## src/rtl/pwm_output_defines.vh

```
/*
   Register offsets, field positions and reset values of the PWM output stage.
   Assumes inclusion by bare name from every design file that needs them.
*/
`ifndef PWM_OUTPUT_DEFINES_VH
`define PWM_OUTPUT_DEFINES_VH

// Byte offsets on the APB
`define OFF_CONFIG   8'h00
`define OFF_CTRL     8'h04
`define OFF_OVERRIDE 8'h08
`define OFF_MAP      8'h0C
`define OFF_FCTRL    8'h10
`define OFF_FSTAT    8'h14
`define OFF_PINS     8'h18

// Write-once configuration
`define CFG_TOP_NEG  0
`define CFG_BOT_NEG  1
`define CFG_LOCKED   2

// Control register
`define CTL_EN       0
`define CTL_COMPL    1
`define CTL_SOFT_X   2
`define CTL_SOFT_Y   3
`define CTL_DT_LSB   8

// Override register
`define OVR_BITS_LSB 0
`define OVR_ENABLE   6

// Disable map: bank X outputs in [5:0], bank Y outputs in [11:6]
`define MAP_X_LSB    0
`define MAP_Y_LSB    6
`define MAP_LOCKED   12

// Fault control and status
`define FC_MODE_LSB  0
`define FC_INT_LSB   4
`define FS_PIN_LSB   0
`define FS_FLAG_LSB  4
`define FS_ACK_LSB   8

// Reset values
`define RST_MAP      12'hFFF
`define RST_DT       8'h00

`endif

```

## src/rtl/fault_filter.v

```verilog
/*
   Fault pin synchroniser and glitch filter for one fault input.
   Assumes an asynchronous pin and the CPU bus clock; reset is async high.
*/
`default_nettype none

module fault_filter (
   // Clock and reset
   input  wire clk_i,
   input  wire rst_i,
   // Raw pin
   input  wire pin_i,
   // Filtered results
   output reg  level_o,
   output wire state_o,
   output reg  rise_o
);

   localparam [4:0] S_IDLE  = 5'h01;
   localparam [4:0] S_ARMED = 5'h02;
   localparam [4:0] S_H1    = 5'h04;
   localparam [4:0] S_HIGH  = 5'h08;
   localparam [4:0] S_L1    = 5'h10;

   reg       sync1_q;
   reg [4:0] state_q;
   reg [4:0] state_d;

   // Only the second stage is looked at; level_o is that second stage
   always @(posedge clk_i or posedge rst_i) begin
      if (rst_i) begin
         sync1_q <= 1'b0;
         level_o <= 1'b0;
      end else begin
         sync1_q <= pin_i;
         level_o <= sync1_q;
      end
   end

   // One low sample arms the filter, two high samples confirm a fault
   always @* begin
      state_d = state_q;
      case (state_q)
         S_IDLE:  if (!level_o) state_d = S_ARMED;
         S_ARMED: if (level_o) state_d = S_H1;
         S_H1:    state_d = level_o ? S_HIGH : S_ARMED;
         S_HIGH:  if (!level_o) state_d = S_L1;
         S_L1:    state_d = level_o ? S_HIGH : S_ARMED;
         default: state_d = S_IDLE;
      endcase
   end

   always @(posedge clk_i or posedge rst_i) begin
      if (rst_i) begin
         state_q <= S_IDLE;
         rise_o  <= 1'b0;
      end else begin
         state_q <= state_d;
         rise_o  <= (state_q == S_H1) & level_o;
      end
   end

   // Stays set through the first low sample, clears after the second
   assign state_o = (state_q == S_HIGH) | (state_q == S_L1);

endmodule

`default_nettype wire

```

## src/rtl/pwm_output_stage.v

```verilog
/*
   Output stage of a six-channel motor PWM: polarity, software override with
   dead-time, two-bank fault and software disable, fault flags and requests.
   Assumes a PWM generator on the same clock that gives active-high channel
   levels and a one-cycle pulse at each PWM cycle start, and an APB master.
*/
// The implementer's own choices: the register offsets and the APB slave port.
`include "pwm_output_defines.vh"
`default_nettype none

module pwm_output_stage (
   // Clock and reset
   input  wire        MCLK_I,
   input  wire        RESET_I,
   // APB slave
   input  wire        PSEL_I,
   input  wire        PENABLE_I,
   input  wire        PWRITE_I,
   input  wire [7:0]  PADDR_I,
   input  wire [31:0] PWDATA_I,
   output reg         PREADY_O,
   output reg  [31:0] PRDATA_O,
   output reg         PSLVERR_O,
   // PWM generator side
   input  wire [5:0]  GEN_ACTIVE_I,
   input  wire        CYCLE_START_I,
   output reg         PWM_ENABLE_O,
   // Drive side
   input  wire [3:0]  FAULT_I,
   output reg  [5:0]  PWM_O,
   output reg  [5:0]  PWM_OE_O,
   output reg  [3:0]  FAULT_IRQ_O
);

   reg         top_neg_q;
   reg         bot_neg_q;
   reg         cfg_lock_q;
   reg         compl_q;
   reg         soft_x_bit_q;
   reg         soft_y_bit_q;
   reg  [7:0]  dead_q;
   reg  [5:0]  ovr_bits_q;
   reg         ovr_en_q;
   reg         src_ovr_q;
   reg  [11:0] map_q;
   reg         map_lock_q;
   reg  [3:0]  auto_mode_q;
   reg  [3:0]  irq_en_q;
   reg  [3:0]  flag_q;
   reg  [3:0]  fdis_q;
   reg         soft_x_q;
   reg         soft_y_q;
   reg  [6:0]  sel_q;
   reg  [31:0] rdata_d;
   reg  [6:0]  sel_d;

   wire [3:0]  level;
   wire [3:0]  pin_state;
   wire [3:0]  rise;
   wire [5:0]  cmp_act;
   wire [5:0]  act_d;
   wire [5:0]  out_dis;
   wire [5:0]  neg_mask;
   wire        bank_x;
   wire        bank_y;
   wire        boundary;
   wire        setup;
   wire        wr;
   wire [3:0]  ack;

   assign setup = PSEL_I & ~PENABLE_I;
   assign wr    = PSEL_I & PENABLE_I & PREADY_O & PWRITE_I & ~PSLVERR_O;
   assign ack   = (wr & sel_q[5]) ? PWDATA_I[`FS_ACK_LSB +: 4] : 4'h0;

   // Address decode in the setup cycle; the access phase then ends at once
   always @* begin
      rdata_d = 32'h0;
      sel_d   = 7'h00;
      if (PADDR_I == `OFF_CONFIG) begin
         sel_d   = 7'h01;
         rdata_d = {29'h0, cfg_lock_q, bot_neg_q, top_neg_q};
      end else if (PADDR_I == `OFF_CTRL) begin
         sel_d   = 7'h02;
         rdata_d = {16'h0, dead_q, 4'h0, soft_y_bit_q, soft_x_bit_q, compl_q, PWM_ENABLE_O};
      end else if (PADDR_I == `OFF_OVERRIDE) begin
         sel_d   = 7'h04;
         rdata_d = {25'h0, ovr_en_q, ovr_bits_q};
      end else if (PADDR_I == `OFF_MAP) begin
         sel_d   = 7'h08;
         rdata_d = {19'h0, map_lock_q, map_q};
      end else if (PADDR_I == `OFF_FCTRL) begin
         sel_d   = 7'h10;
         rdata_d = {24'h0, irq_en_q, auto_mode_q};
      end else if (PADDR_I == `OFF_FSTAT) begin
         sel_d   = 7'h20;
         rdata_d = {24'h0, flag_q, pin_state};
      end else if (PADDR_I == `OFF_PINS) begin
         sel_d   = 7'h40;
         rdata_d = {20'h0, out_dis, PWM_O};
      end
   end

   always @(posedge MCLK_I or posedge RESET_I) begin
      if (RESET_I) begin
         PREADY_O  <= 1'b0;
         PSLVERR_O <= 1'b0;
         PRDATA_O  <= 32'h0;
         sel_q     <= 7'h00;
      end else begin
         PREADY_O  <= setup;
         PSLVERR_O <= setup & (sel_d == 7'h00);
         PRDATA_O  <= (setup & ~PWRITE_I) ? rdata_d : 32'h0;
         sel_q     <= setup ? sel_d : 7'h00;
      end
   end

   // High on the access edge of a write to the register behind select bit idx
   function wr_hit;
      input       strobe;
      input [6:0] sel;
      input [2:0] idx;
      begin
         wr_hit = strobe & sel[idx];
      end
   endfunction

   // Write-once, so a stray write cannot flip polarity under a running drive
   always @(posedge MCLK_I or posedge RESET_I) begin
      if (RESET_I) begin
         top_neg_q  <= 1'b0;
         bot_neg_q  <= 1'b0;
         cfg_lock_q <= 1'b0;
      end else if (wr_hit(wr, sel_q, 3'h0) & ~cfg_lock_q) begin
         top_neg_q  <= PWDATA_I[`CFG_TOP_NEG];
         bot_neg_q  <= PWDATA_I[`CFG_BOT_NEG];
         cfg_lock_q <= 1'b1;
      end
   end

   always @(posedge MCLK_I or posedge RESET_I) begin
      if (RESET_I) begin
         PWM_ENABLE_O <= 1'b0;
         compl_q      <= 1'b0;
         soft_x_bit_q <= 1'b0;
         soft_y_bit_q <= 1'b0;
         dead_q       <= `RST_DT;
      end else if (wr_hit(wr, sel_q, 3'h1)) begin
         PWM_ENABLE_O <= PWDATA_I[`CTL_EN];
         compl_q      <= PWDATA_I[`CTL_COMPL];
         soft_x_bit_q <= PWDATA_I[`CTL_SOFT_X];
         soft_y_bit_q <= PWDATA_I[`CTL_SOFT_Y];
         dead_q       <= PWDATA_I[`CTL_DT_LSB +: 8];
      end
   end

   always @(posedge MCLK_I or posedge RESET_I) begin
      if (RESET_I) begin
         ovr_bits_q <= 6'h00;
         ovr_en_q   <= 1'b0;
      end else if (wr_hit(wr, sel_q, 3'h2)) begin
         ovr_bits_q <= PWDATA_I[`OVR_BITS_LSB +: 6];
         ovr_en_q   <= PWDATA_I[`OVR_ENABLE];
      end
   end

   // Locked too: a fault must not be rerouted away from its outputs later
   always @(posedge MCLK_I or posedge RESET_I) begin
      if (RESET_I) begin
         map_q      <= `RST_MAP;
         map_lock_q <= 1'b0;
      end else if (wr_hit(wr, sel_q, 3'h3) & ~map_lock_q) begin
         map_q      <= PWDATA_I[11:0];
         map_lock_q <= 1'b1;
      end
   end

   always @(posedge MCLK_I or posedge RESET_I) begin
      if (RESET_I) begin
         auto_mode_q <= 4'h0;
         irq_en_q    <= 4'h0;
      end else if (wr_hit(wr, sel_q, 3'h4)) begin
         auto_mode_q <= PWDATA_I[`FC_MODE_LSB +: 4];
         irq_en_q    <= PWDATA_I[`FC_INT_LSB +: 4];
      end
   end

   // Override takes the pins at once, hands them back at a cycle start.
   // The generator is not stopped here; only its path to the pins is.
   always @(posedge MCLK_I or posedge RESET_I) begin
      if (RESET_I) begin
         src_ovr_q <= 1'b0;
      end else if (ovr_en_q) begin
         src_ovr_q <= 1'b1;
      end else if (CYCLE_START_I) begin
         src_ovr_q <= 1'b0;
      end
   end

   // Under override there is no PWM cycle, so faults may clear every cycle
   assign boundary = CYCLE_START_I | ovr_en_q;

   // Dead-time per complementary pair, driven by the top source
   genvar p;
   generate
      for (p = 0; p < 3; p = p + 1) begin : g_pair
         reg  [7:0] cnt_q;
         reg        prev_q;
         wire       din;
         wire       quiet;
         assign din = src_ovr_q ? ovr_bits_q[2*p] : GEN_ACTIVE_I[2*p];
         always @(posedge MCLK_I or posedge RESET_I) begin
            if (RESET_I) begin
               cnt_q  <= 8'h00;
               prev_q <= 1'b0;
            end else begin
               prev_q <= din;
               if (din != prev_q) begin
                  cnt_q <= dead_q;
               end else if (cnt_q != 8'h00) begin
                  cnt_q <= cnt_q - 8'h01;
               end
            end
         end
         // Both sides held off on the toggle cycle and while counting
         assign quiet = (cnt_q == 8'h00) & (din == prev_q);
         assign cmp_act[2*p] = din & quiet;
         // Odd bit only gates the bottom side, so it needs no dead-time
         assign cmp_act[2*p+1] = ~din & quiet & (~src_ovr_q | ovr_bits_q[2*p+1]);
      end
   endgenerate

   // Software disable holds until the bit is cleared and a cycle starts or override is on
   always @(posedge MCLK_I or posedge RESET_I) begin
      if (RESET_I) begin
         soft_x_q <= 1'b0;
         soft_y_q <= 1'b0;
      end else begin
         if (soft_x_bit_q) begin
            soft_x_q <= 1'b1;
         end else if (boundary) begin
            soft_x_q <= 1'b0;
         end
         if (soft_y_bit_q) begin
            soft_y_q <= 1'b1;
         end else if (boundary) begin
            soft_y_q <= 1'b0;
         end
      end
   end

   // Fault pins: filter, event flag, request latch and disable latch
   genvar i;
   generate
      for (i = 0; i < 4; i = i + 1) begin : g_fault
         wire lvl_ok;
         wire rel;
         fault_filter u_filter (
            .clk_i   (MCLK_I),
            .rst_i   (RESET_I),
            .pin_i   (FAULT_I[i]),
            .level_o (level[i]),
            .state_o (pin_state[i]),
            .rise_o  (rise[i])
         );
         // In manual mode pins 1 and 3 release at any level, pins 2 and 4 only when low
         assign lvl_ok = (i % 2 == 0) ? 1'b1 : ~level[i];
         // Automatic ignores the flag entirely
         assign rel = boundary & (auto_mode_q[i] ? ~pin_state[i] : (~flag_q[i] & lvl_ok));
         always @(posedge MCLK_I or posedge RESET_I) begin
            if (RESET_I) begin
               flag_q[i]      <= 1'b0;
               FAULT_IRQ_O[i] <= 1'b0;
               fdis_q[i]      <= 1'b0;
            end else begin
               flag_q[i] <= rise[i] | (flag_q[i] & ~ack[i]);
               FAULT_IRQ_O[i] <= irq_en_q[i] & (rise[i] | (FAULT_IRQ_O[i] & ~ack[i]));
               if (rise[i]) begin
                  fdis_q[i] <= 1'b1;
               end else if (rel) begin
                  fdis_q[i] <= 1'b0;
               end
            end
         end
      end
   endgenerate

   assign bank_x  = fdis_q[0] | fdis_q[1] | soft_x_q;
   assign bank_y  = fdis_q[2] | fdis_q[3] | soft_y_q;
   assign out_dis = ({6{bank_x}} & map_q[`MAP_X_LSB +: 6]) |
                    ({6{bank_y}} & map_q[`MAP_Y_LSB +: 6]);

   // Independent mode takes override bits or the generator directly
   assign act_d = (compl_q ? cmp_act : (src_ovr_q ? ovr_bits_q : GEN_ACTIVE_I)) &
                  ~out_dis;

   // Index 0 is output 1, a top output
   assign neg_mask = {bot_neg_q, top_neg_q, bot_neg_q, top_neg_q,
                      bot_neg_q, top_neg_q};

   // Pins driven while enabled or overridden; inactive level follows polarity
   always @(posedge MCLK_I or posedge RESET_I) begin
      if (RESET_I) begin
         PWM_O    <= 6'h00;
         PWM_OE_O <= 6'h00;
      end else begin
         PWM_O    <= act_d ^ neg_mask;
         PWM_OE_O <= {6{PWM_ENABLE_O | ovr_en_q}};
      end
   end

endmodule

`default_nettype wire

```

## config.mk

```make
export PLATFORM = sky130hd
export DESIGN_NAME = pwm_output_stage
export DESIGN_NICKNAME = d
export VERILOG_FILES = /design/src/rtl/fault_filter.v /design/src/rtl/pwm_output_stage.v
export VERILOG_INCLUDE_DIRS = /design/src /design/src/rtl
export SDC_FILE = /design/constraint.sdc
export NUM_CORES = 1
export LEC_CHECK = 0
export BUFFER_PORTS_ARGS = -buffer_cell sky130_fd_sc_hd__buf_2
export CAP_MARGIN = 20
export CORE_MARGIN = 2
export CORE_UTILIZATION = 45
export DETAILED_ROUTE_END_ITERATION = 7
export PLACE_DENSITY_LB_ADDON = 0.12
export SYNTH_ARGS = -nofsm -noshare
export SYNTH_HDL_FRONTEND = slang
export SYNTH_SLANG_ARGS = --single-unit
```

## constraint.sdc

```tcl
create_clock -name MCLK_I -period 12.9 [get_ports MCLK_I]
set_input_delay 0.645 -clock MCLK_I [delete_from_list [all_inputs] [get_ports MCLK_I]]
set_output_delay 0.645 -clock MCLK_I [all_outputs]
set_load 0.005 [all_outputs]
```

==> results_dict.tcl, run 1 <==
set metrics [dict create \
    io_buffers 74 \
    clk_latency_ns 0.43 \
    cts_setup_buffers 0 \
    worst_pin_slew_ns 0.9993 \
    grt_pass1_vias 5045 \
    power.density_mw_per_mm2 170.0 \
    preCtsSetupSlack_ns 10.25 \
    drive_above_1_share_pct 25.51 \
    clkSinkCount 148 \
    nets 778 \
    skew_ns 0.01032 \
    vias 5197 \
    cts-htree-levels 4 \
    post-route-util_pct 52.36 \
    critPathArrivalTime_ns 2.62 \
    critPathLaunchType "flip-flop" \
    dieArea_mm2 0.01692 \
    start_util_pct 45.53 \
    syn_area_mm2 0.007154 \
    ys_seq_area_share_pct 52.05 \
    post_cts_resized 0 \
    synth_edf_count 0 \
    netSwitchingPower_mw 0.4208 \
    rsz0062_at_grt "no" \
    ant_nets 0 \
    die_w_um 130.1 \
    vias_per_cell 5.499 \
    fill_cells 1426 \
    grt_pass1_wl_um 27480 \
    setup_viol 0 \
    synth_cell_type_count 57 \
    layout_setup_ws_ns 10.55 \
    gr-usage-all-layers_pct 21.69 \
    slew_viol_final 0 \
    required_ns 13.17 \
    grt.overflow.total 0 \
    syn_inst 663 \
    antenna_found_initial 0 \
    p_leak_nw 3.940 \
    multiInputGateArea_mm2 0.003092 \
    placed_area_mm2 0.007577 \
    die_h_um 130.1 \
    core_mm2 0.01571 \
    drc 0 \
    cts_tree "done" \
    num_rows 46 \
    path_clk_slew_ns 0.07 \
    routed_wl_um 17570 \
    cts_inserted_buffers 17 \
    antenna_cells 0 \
    period_minus_slack_ns 2.347 \
    min_path_type "in2async" \
    holdWs_ns 0.3103 \
    area_delta_synth_final_pct 14.99 \
    cap_viol_max_count 0 \
    clockRootBuffer "clkbuf_16" \
    synth_seq_cells 148 \
    slew_headroom_pct 33.38 \
    share_seq_of_total_power_pct 41.4 \
    crit_type "reg2reg" \
    grt_start_max_net_pins 79 \
    p_int_mw 0.9779 \
    place.gp.congestion 0.8447 \
    seqCellArea_mm2 0.003724 \
    clock.fmax_mhz 426.1 \
    p_clk_share_pct 38.1 \
    dp_hpwl_um 12600 \
    synth_top_flop_cell "dfrtp_1" \
    io_pins 107 \
    drtIter0Drc 343 \
    cts_hold_buf 0 \
    critPathMaxFanout 11 \
    wl_per_cell_um 18.59 \
    ir_worst_vdd_uv 101.6 \
    combPwrFrac_pct 20.6 \
    yosys_warnings 0 \
    cp-end-kind "flip-flop" \
    final_hold_viol_count 0 \
    min_period_over_period_pct 18.19 \
    stdcell_area_mm2 0.008227 \
    firstDrtPassIters 5 \
    synth_area_per_cell_um2 10.79 \
    tns_ns 0 \
    outcome "completed" \
    switching_share_pct 30.08 \
    clk_path_buf_depth 2 \
    synthArstFlopShare_pct 100.0 \
]
-- routing by layer --
metal / routed length, µm / GRT usage (%)
met1: 7885 / 29.39
met2: 8540 / 34.25
met3: 765 / 5.412
met4: 373 / 7.400
met5: 0 / 0
-- flip-flops by register name, indices dropped and copies added, names as in the netlist, 6 cells and up --
| register | flops |
|---|---|
| PWM_O | 6 |
| map_q | 12 |
| PRDATA_O | 16 |
| sel_q | 6 |
| g_pair.cnt_q | 24 |
| g_fault.u_filter.state_q | 20 |
| dead_q | 8 |
| ovr_bits_q | 6 |
-- power groups by stage --
stage	Clock (mW)	Sequential, mW	Combinational (mW)
CTS	0.544	0.577	0.288
global route	0.568	0.587	0.327
detailed placement	0	0.585	0.286
floorplan	0	0.552	0.252
global placement	0	0.581	0.274
finish	0.533	0.579	0.287
-- cells in the final DEF (no fill, tap or decap), drive strengths merged, types with 15 or more instances in the layout --
cell type	instances
nand2b	16
nor3	20
conb	16
buf	78
nand2	42
dfstp	16
xnor2	16
mux2	47
o21ai	49
clkbuf	18
a21o	15
nor2	34
xor2	22
dfrtp	132
inv	27
-- Yosys cell counts (3+ instances only) --
library cell / n / area [µm²]
dfrtp_1: 132 / 3303
o21ai_0: 49 / 245.2
mux2_2: 47 / 529.3
nand2_1: 42 / 157.7
clkbuf_1: 35 / 131.4
nor2_1: 34 / 127.6
inv_1: 25 / 93.84
xor2_1: 22 / 192.7
buf_4: 21 / 157.7
nor3_1: 19 / 95.09
dfstp_2: 16 / 420.4
nand2b_1: 16 / 100.1
xnor2_1: 16 / 140.1
a21o_1: 15 / 112.6
mux2i_1: 14 / 140.1
o22ai_1: 14 / 87.58
nand3_1: 13 / 65.06
nor2b_1: 8 / 50.05
nor3b_1: 8 / 60.06
a31oi_1: 7 / 43.79
nor4_1: 7 / 43.79
o21a_1: 7 / 52.55
a221oi_1: 6 / 52.55
a22oi_1: 6 / 45.04
and4_1: 6 / 52.55
ha_1: 6 / 75.07
nor4b_1: 6 / 52.55
a21oi_1: 5 / 25.02
nand3b_1: 5 / 37.54
o221ai_1: 5 / 43.79
and4b_1: 4 / 40.04
o41ai_1: 4 / 35.03
or2_2: 4 / 25.02
a311o_1: 3 / 30.03
and2_1: 3 / 18.77
-- final cells by class --
class	instances	area share (%)
clock buffers	18	5.338
clock inverters	14	2.464
inverters	25	1.202
multi-input cells	446	37.58
flip-flops and latches	148	45.26
well taps	216	3.285
repair buffers	78	4.867
-- worst paths after layout --
| check | from | endpoint | slack, ns | depth (start not counted) |
|---|---|---|---|---|
| worst max-delay path | src_ovr_q$_DFFE_PP0P_ | g_pair[2].cnt_q[2]$_DFFE_PP0P_ | 10.55 | 4 |
| worst min-delay path | RESET_I | dead_q[1]$_DFFE_PP0P_ | 0.31 | 2 |
| worst max register to register | src_ovr_q$_DFFE_PP0P_ | g_pair[2].cnt_q[2]$_DFFE_PP0P_ | 10.55 | 4 |
| worst min register to register | g_fault[3].u_filter.sync1_q$_DFF_PP0_ | g_fault[3].u_filter.level_o$_DFF_PP0_ | 0.35 | 0 |
| max in group asynchronous | RESET_I | fdis_q[2]$_DFFE_PP0P_ | 11.15 | 3 |
| min in group MCLK_I | FAULT_I[3] | g_fault[3].u_filter.sync1_q$_DFF_PP0_ | 0.32 | 1 |
-- stage by stage --
step	cells	power [mW]
2_1_floorplan	678	0.8037
3_3_place_gp	912	0.8554
3_5_place_dp	912	0.8712
4_1_cts	944	1.410
5_1_grt	945	1.482
6_report	945	1.399
-- cell families (layout without fill, tap and decap cells) --
group / Yosys count / in the layout / synth area share, %
AOI/OAI and AO/OA: 136 / 136 / 12.63
xor gates and xnor gates: 38 / 38 / 4.652
adders and majority gates: 6 / 6 / 1.049
buffers and inverters: 84 / 135 / 5.526
DFF: 148 / 148 / 52.05
muxes: 61 / 61 / 9.356
other: 1 / 16 / 0.05242
and+or+nand+nor: 189 / 189 / 14.69
-- critical path: stages, from the launching register on --
cell      delay (ns)
dfrtp_1         0.67
mux2i_1         0.25
xnor2_1         0.76
nand2b_1        0.34
o221ai_1        0.17
No activity file was read; power rests on OpenSTA's default activity.
==> inputs of run 2 (changes only) <==
- clock period: 12.9 -> 2.3 ns (I/O delays scaled with it)
==> run 2 against run 1 <==
Compared with the run above: total power rose to 5.7 times the previous value; clock skew fell by 0.0030 ns; via count rose by 2.6%; largest cell class unchanged; highest routed layer unchanged.
==> results_dict.tcl, run 2 (same netlist as run 1, synthesis figures left out) <==
set metrics [dict create \
    finalNonFillerCells 972 \
    io_pins 107 \
    drive_above_1_share_pct 26.19 \
    skew_ns 0.007342 \
    outcome "completed" \
    cts_inserted_buffers 17 \
    slowest_delay_ns 0.62 \
    io_buffers 74 \
    cts_tree "done" \
    final_common_cell "dfrtp_1" \
    largest-register "g_pair.cnt_q" \
    cap_viol_max_count 0 \
    stdcell_area_mm2 0.008494 \
    clk_path_buf_depth 2 \
    min_path_type "in2reg" \
    die_w_um 130.1 \
    min_to "auto_mode_q[2]$_DFFE_PP0P_" \
    r2r-start "g_pair[0].cnt_q[2]$_DFFE_PP0P_" \
    start_util_pct 45.53 \
    nets 805 \
    total_power_mw 7.991 \
    whs_path_depth 2 \
    worst_pin_slew_ns 0.7778 \
    place_inst 925 \
    critPathMaxFanout 5 \
    clockRootBuffer "clkbuf_16" \
    drc 0 \
    place.gp.congestion 0.8319 \
    cp-end-kind "flip-flop" \
    crit_type "reg2reg" \
    antenna_cells 0 \
    p_leak_nw 4.077 \
    firstDrtPassIters 6 \
    drtIter0Drc 360 \
    r2r_end "g_pair[0].cnt_q[7]$_DFFE_PP0P_" \
    critPathArrivalTime_ns 2.30 \
    grt.overflow.total 0 \
    antenna_found_initial 0 \
    post_cts_resized 0 \
    ant_nets 0 \
    crit_chain "or4_1 > nor4_1 > mux2_2 > mux2_2" \
    crit_top_cell "mux2_2" \
    core_mm2 0.01571 \
    vias_per_cell 5.486 \
    seqCellArea_mm2 0.003724 \
    rrSetupSlack_ns 0.31 \
    vias 5332 \
    clk_latency_ns 0.42 \
    grt_pass1_vias 5266 \
    grt_start_max_net_pins 149 \
    required_ns 2.61 \
    routed_wl_um 17740 \
    preCtsSetupSlack_ns 0.3065 \
    hp-start "PWDATA_I[2]" \
    grt_pass1_wl_um 28080 \
    rsz0062_at_grt "no" \
    setup_viol 0 \
    final_cell_mix "dfrtp_1, buf_2, o21ai_0, mux2_2, nand2_1" \
    r2r_cells 4 \
    cts_setup_buffers 0 \
    multiInputGateArea_mm2 0.003092 \
    layout_setup_ws_ns 0.3101 \
    clkSinkCount 148 \
    die_h_um 130.1 \
    slew_headroom_pct 48.15 \
    layout_top_registers "g_pair.cnt_q (24), g_fault.u_filter.state_q (20), PRDATA_O (16)" \
    power.density_mw_per_mm2 940.8 \
    slew_viol_final 0 \
    dieArea_mm2 0.01692 \
    tns_ns 0 \
    min_period_over_period_pct 86.52 \
    fill_cells 1393 \
    wl_per_cell_um 18.25 \
    clock.fmax_mhz 502.5 \
    period_minus_slack_ns 1.990 \
    gr-usage-all-layers_pct 22.09 \
    num_rows 46 \
    dp_hpwl_um 12700 \
    path_clk_slew_ns 0.06 \
    ir_worst_vdd_uv 634.0 \
    cts_hold_buf 14 \
    slowest_stage "or4_1" \
    area_delta_synth_final_pct 18.73 \
    critPathLaunchType "flip-flop" \
    placed_area_mm2 0.007686 \
    cts-htree-levels 4 \
    final_hold_viol_count 0 \
    largest_reg_flops 24 \
]
==> run 2: changes by cell type in the layout (fill, tap and decap cells not counted), sizes merged <==
cell / change
dlygate4sd3: +15
buf: +12
inv: -3
bufinv: +1
clkbuf: +1
clkinv: +1
==> run 2: how the worst max path moves through the flow <==
stage,from,to,slack (ns),depth (start not counted)
final,g_pair[0].cnt_q[2]$_DFFE_PP0P_,g_pair[0].cnt_q[7]$_DFFE_PP0P_,0.31,4
after floorplan,RESET_I,FAULT_IRQ_O[0]$_DFF_PP0_,0.34,1
after global routing,g_pair[0].cnt_q[2]$_DFFE_PP0P_,g_pair[0].cnt_q[7]$_DFFE_PP0P_,0.19,4
after CTS,g_pair[0].cnt_q[2]$_DFFE_PP0P_,g_pair[0].cnt_q[7]$_DFFE_PP0P_,0.31,4
after global placement,g_pair[0].cnt_q[2]$_DFFE_PP0P_,g_pair[0].cnt_q[7]$_DFFE_PP0P_,0.31,4
after detailed placement,PADDR_I[5],PRDATA_O[9]$_DFF_PP0_,0.31,5
==> run 2: critical path: cells and delay by family, from the launching register on <==
| kind | cells | cell delay, ns |
|---|---|---|
| flops | 1 | 0.42 |
| simple gates | 2 | 0.84 |
| mux | 2 | 0.62 |
==> run 2: area by class of cell <==
cell class | instances | area share [%]
Inverter | 25 | 1.149
Clock inverter | 13 | 2.416
Clock buffer | 19 | 5.332
Sequential cell | 148 | 43.84
Multi-Input combinational cell | 446 | 36.40
Timing Repair Buffer | 105 | 7.689
Tap cell | 216 | 3.182
==> run 2: metrics by stage <==
stage	hold slack, ns	util [%]
floorplan	0.1464	-
global placement	0.2225	48.92
detailed placement	0.2243	48.92
CTS	0.003241	54.00
global route	0.01308	54.06
finish	0.01060	54.06
==> run 2: power by group <==
group	internal (mW)	leakage, nW	switching [mW]
clock network	1.98	0.315	1.10
logic	0.795	1.82	0.882
registers	2.90	1.94	0.341
total	5.67	4.08	2.32
==> run 2: metal layers <==
metal | share of wire, % | global-route usage, % | vias to the layer above
met5 | 0 | 0 | -
met3 | 4.2 | 3.608 | 29
met1 | 45 | 29.09 | 2666
met4 | 2.3 | 8.982 | 0
li1 | - | - | 2500
met2 | 49 | 36.59 | 137
==> inputs of run 3 (changes only) <==
- ABC_AREA: unset -> 1
==> run 3 against run 2 <==
Compared with the run above: total power fell by 12%; clock skew fell by 0.0018 ns; flip-flop and latch count did not move; design area fell by 1.3%; register-to-register slack improved by 0.19 ns; die area fell by 2.0%; setup slack improved by 0.19 ns; cell count rose by 15%; sequential power fell by 9.3%; synthesized area fell by 2.0%; via count rose by 7.5%.
==> results_dict.tcl, run 3 <==
set metrics [dict create \
    cp-end-kind "flip-flop" \
    synth_cell_type_count 43 \
    ant_nets 0 \
    tns_ns 0 \
    path_clk_slew_ns 0.06 \
    min_period_over_period_pct 78.22 \
    required_ns 2.61 \
    die_h_um 128.8 \
    area_delta_synth_final_pct 19.58 \
    core_mm2 0.01520 \
    clk_latency_ns 0.43 \
    whs_path_depth 3 \
    cp_top_family "simple AND/OR/NAND/NOR gates" \
    r2r_end "PWM_O[0]$_DFF_PP0_" \
    layout_top_registers "g_pair.cnt_q (24), g_fault.u_filter.state_q (20), PRDATA_O (16)" \
    place.gp.congestion 0.9116 \
    io_buffers 74 \
    clock.fmax_mhz 555.9 \
    stdcell_area_mm2 0.008383 \
    start_util_pct 46.12 \
    cts-htree-levels 4 \
    cts_setup_buffers 0 \
    drc 0 \
    crit_type "reg2reg" \
    critPathArrivalTime_ns 2.11 \
    crit_chain "nand2_1 > o21ai_1 > inv_1 > nand2_1 > nand2_1 > nand2_1 > nand2_1 > nand2_1 > xor2_1" \
    gr-usage-all-layers_pct 22.43 \
    synth_edf_count 0 \
    antenna_found_initial 0 \
    power.density_mw_per_mm2 841.6 \
    ir_worst_vdd_uv 555.5 \
    drive_above_1_share_pct 16.74 \
    slew_headroom_pct 62.63 \
    syn_inst 820 \
    critPathMaxFanout 12 \
    ys_seq_area_share_pct 53.11 \
    grt_start_max_net_pins 97 \
    grt_pass1_wl_um 28590 \
    dp_hpwl_um 12840 \
    synth.most_common_cell "nand2_1" \
    synth_top_flop_cell "dfrtp_1" \
    num_rows 45 \
    drtIter0Drc 374 \
    outcome "completed" \
    cts_tree "done" \
    synthArstFlopShare_pct 100.0 \
    r2r-start "src_ovr_q$_DFFE_PP0P_" \
    antenna_cells 0 \
    cts_inserted_buffers 17 \
    post_cts_resized 0 \
    hp-start "PWDATA_I[6]" \
    wl_per_cell_um 15.70 \
    cts_hold_buf 16 \
    worst_pin_slew_ns 0.5605 \
    largest-register "g_pair.cnt_q" \
    synth_area_per_cell_um2 8.549 \
    rsz0062_at_grt "no" \
    r2r_cells 9 \
    setup_viol 0 \
    syn_area_mm2 0.007010 \
    slowest_stage "dfrtp_1" \
    p_leak_nw 4.054 \
    skew_ns 0.005536 \
    period_minus_slack_ns 1.799 \
    clk_path_buf_depth 2 \
    total_power_mw 7.055 \
    nets 982 \
    cap_viol_max_count 0 \
    min_to "ovr_en_q$_DFFE_PP0P_" \
    die_w_um 128.8 \
    final_cell_mix "nand2_1, dfrtp_1, inv_1, o21ai_0, buf_2" \
    io_pins 107 \
    slew_viol_final 0 \
    routed_wl_um 17580 \
    placed_area_mm2 0.007551 \
    yosys_warnings 0 \
    synth.area.top_cells "dfrtp_1, nand2_1, inv_1" \
    grt_pass1_vias 5636 \
    post-route-util_pct 55.14 \
    rrSetupSlack_ns 0.50 \
    final_common_cell "nand2_1" \
    critPathBufInv 1 \
    largest_reg_flops 24 \
    clockRootBuffer "clkbuf_16" \
    dieArea_mm2 0.01659 \
    firstDrtPassIters 5 \
    synthTopCellsByCount "nand2_1, dfrtp_1, inv_1" \
    critPathLaunchType "flip-flop" \
    vias_per_cell 5.116 \
    synth_seq_cells 148 \
    grt.overflow.total 0 \
    synth_area_leader_cell "dfrtp_1" \
    fill_cells 1415 \
    synth_top_area_share_pct 47.12 \
    final_hold_viol_count 0 \
    min_path_type "in2reg" \
    slowest_delay_ns 0.46 \
    clkSinkCount 148 \
    vias 5730 \
    crit_top_cell "nand2_1" \
]
## run 3: changes by cell type after synthesis, sizes merged, moves of 15 or more
cell	delta
nand2	+125
inv	+98
nor2	+47
mux2	-46
o21ai	+46
clkbuf	-29
nand3	+27
a21oi	+22
nand2b	-15
## run 3: where the power goes
group / switching [mW] / internal, mW
Sequential: 0.127 / 2.81
Clock: 1.09 / 2.06
Combinational: 0.603 / 0.359
## run 3: stage by stage
stage / instances / setup slack, ns / hold WS (ns)
2_1_floorplan: 835 / 0.3371 / 0.1464
3_3_place_gp: 1073 / 0.5738 / 0.2232
3_5_place_dp: 1073 / 0.5175 / 0.2243
4_1_cts: 1120 / 0.5124 / 0.01374
5_1_grt: 1120 / 0.2910 / 0.03813
6_report: 1120 / 0.5010 / 0.02666
## run 3: area by class of cell
class | instances | area, µm² | share of cell area, %
Clock buffer | 19 | 442.9 | 5.284
Timing Repair Buffer | 97 | 608.1 | 7.254
Sequential cell | 148 | 3724 | 44.42
Multi-Input combinational cell | 533 | 2679 | 31.96
Tap cell | 188 | 235.2 | 2.806
Inverter | 123 | 465.4 | 5.552
Clock inverter | 12 | 229.0 | 2.731
## run 3: worst max-delay path by stage
stage | start | to | slack (ns) | cells after the start
after global placement | src_ovr_q$_DFFE_PP0P_ | PWM_O[0]$_DFF_PP0_ | 0.57 | 9
after global routing | src_ovr_q$_DFFE_PP0P_ | PWM_O[1]$_DFF_PP0_ | 0.29 | 9
final | src_ovr_q$_DFFE_PP0P_ | PWM_O[0]$_DFF_PP0_ | 0.50 | 9
after detailed placement | src_ovr_q$_DFFE_PP0P_ | PWM_O[0]$_DFF_PP0_ | 0.52 | 9
after CTS | src_ovr_q$_DFFE_PP0P_ | PWM_O[0]$_DFF_PP0_ | 0.51 | 9
after floorplan | RESET_I | FAULT_IRQ_O[0]$_DFF_PP0_ | 0.34 | 1
## run 3: routing by layer
metal	GRT usage (%)	part of all wire (%)	vias up
met5	0	0	-
met4	6.777	1.9	0
met3	4.865	5.2	23
met2	38.22	50	158
met1	28.81	43	2723
li1	-	-	2826
## run 3: logic make-up after synthesis
group | count (synthesis) | share of synthesized area [%]
AND/OR/NAND/NOR | 323 | 20.49
other | 1 | 0.05349
buffers and inverters | 154 | 9.477
AO/OA/AOI/OAI | 170 | 13.51
multiplexers | 1 | 0.1606
XOR/XNOR | 17 | 2.124
flip-flops | 148 | 53.11
adder cells (fa/ha/maj) | 6 | 1.071
## run 3: tightest hold or removal path, cell delays in order
cell and delay [ns]:
buf_2 0.08, inv_1 0.07, o21ai_0 0.15
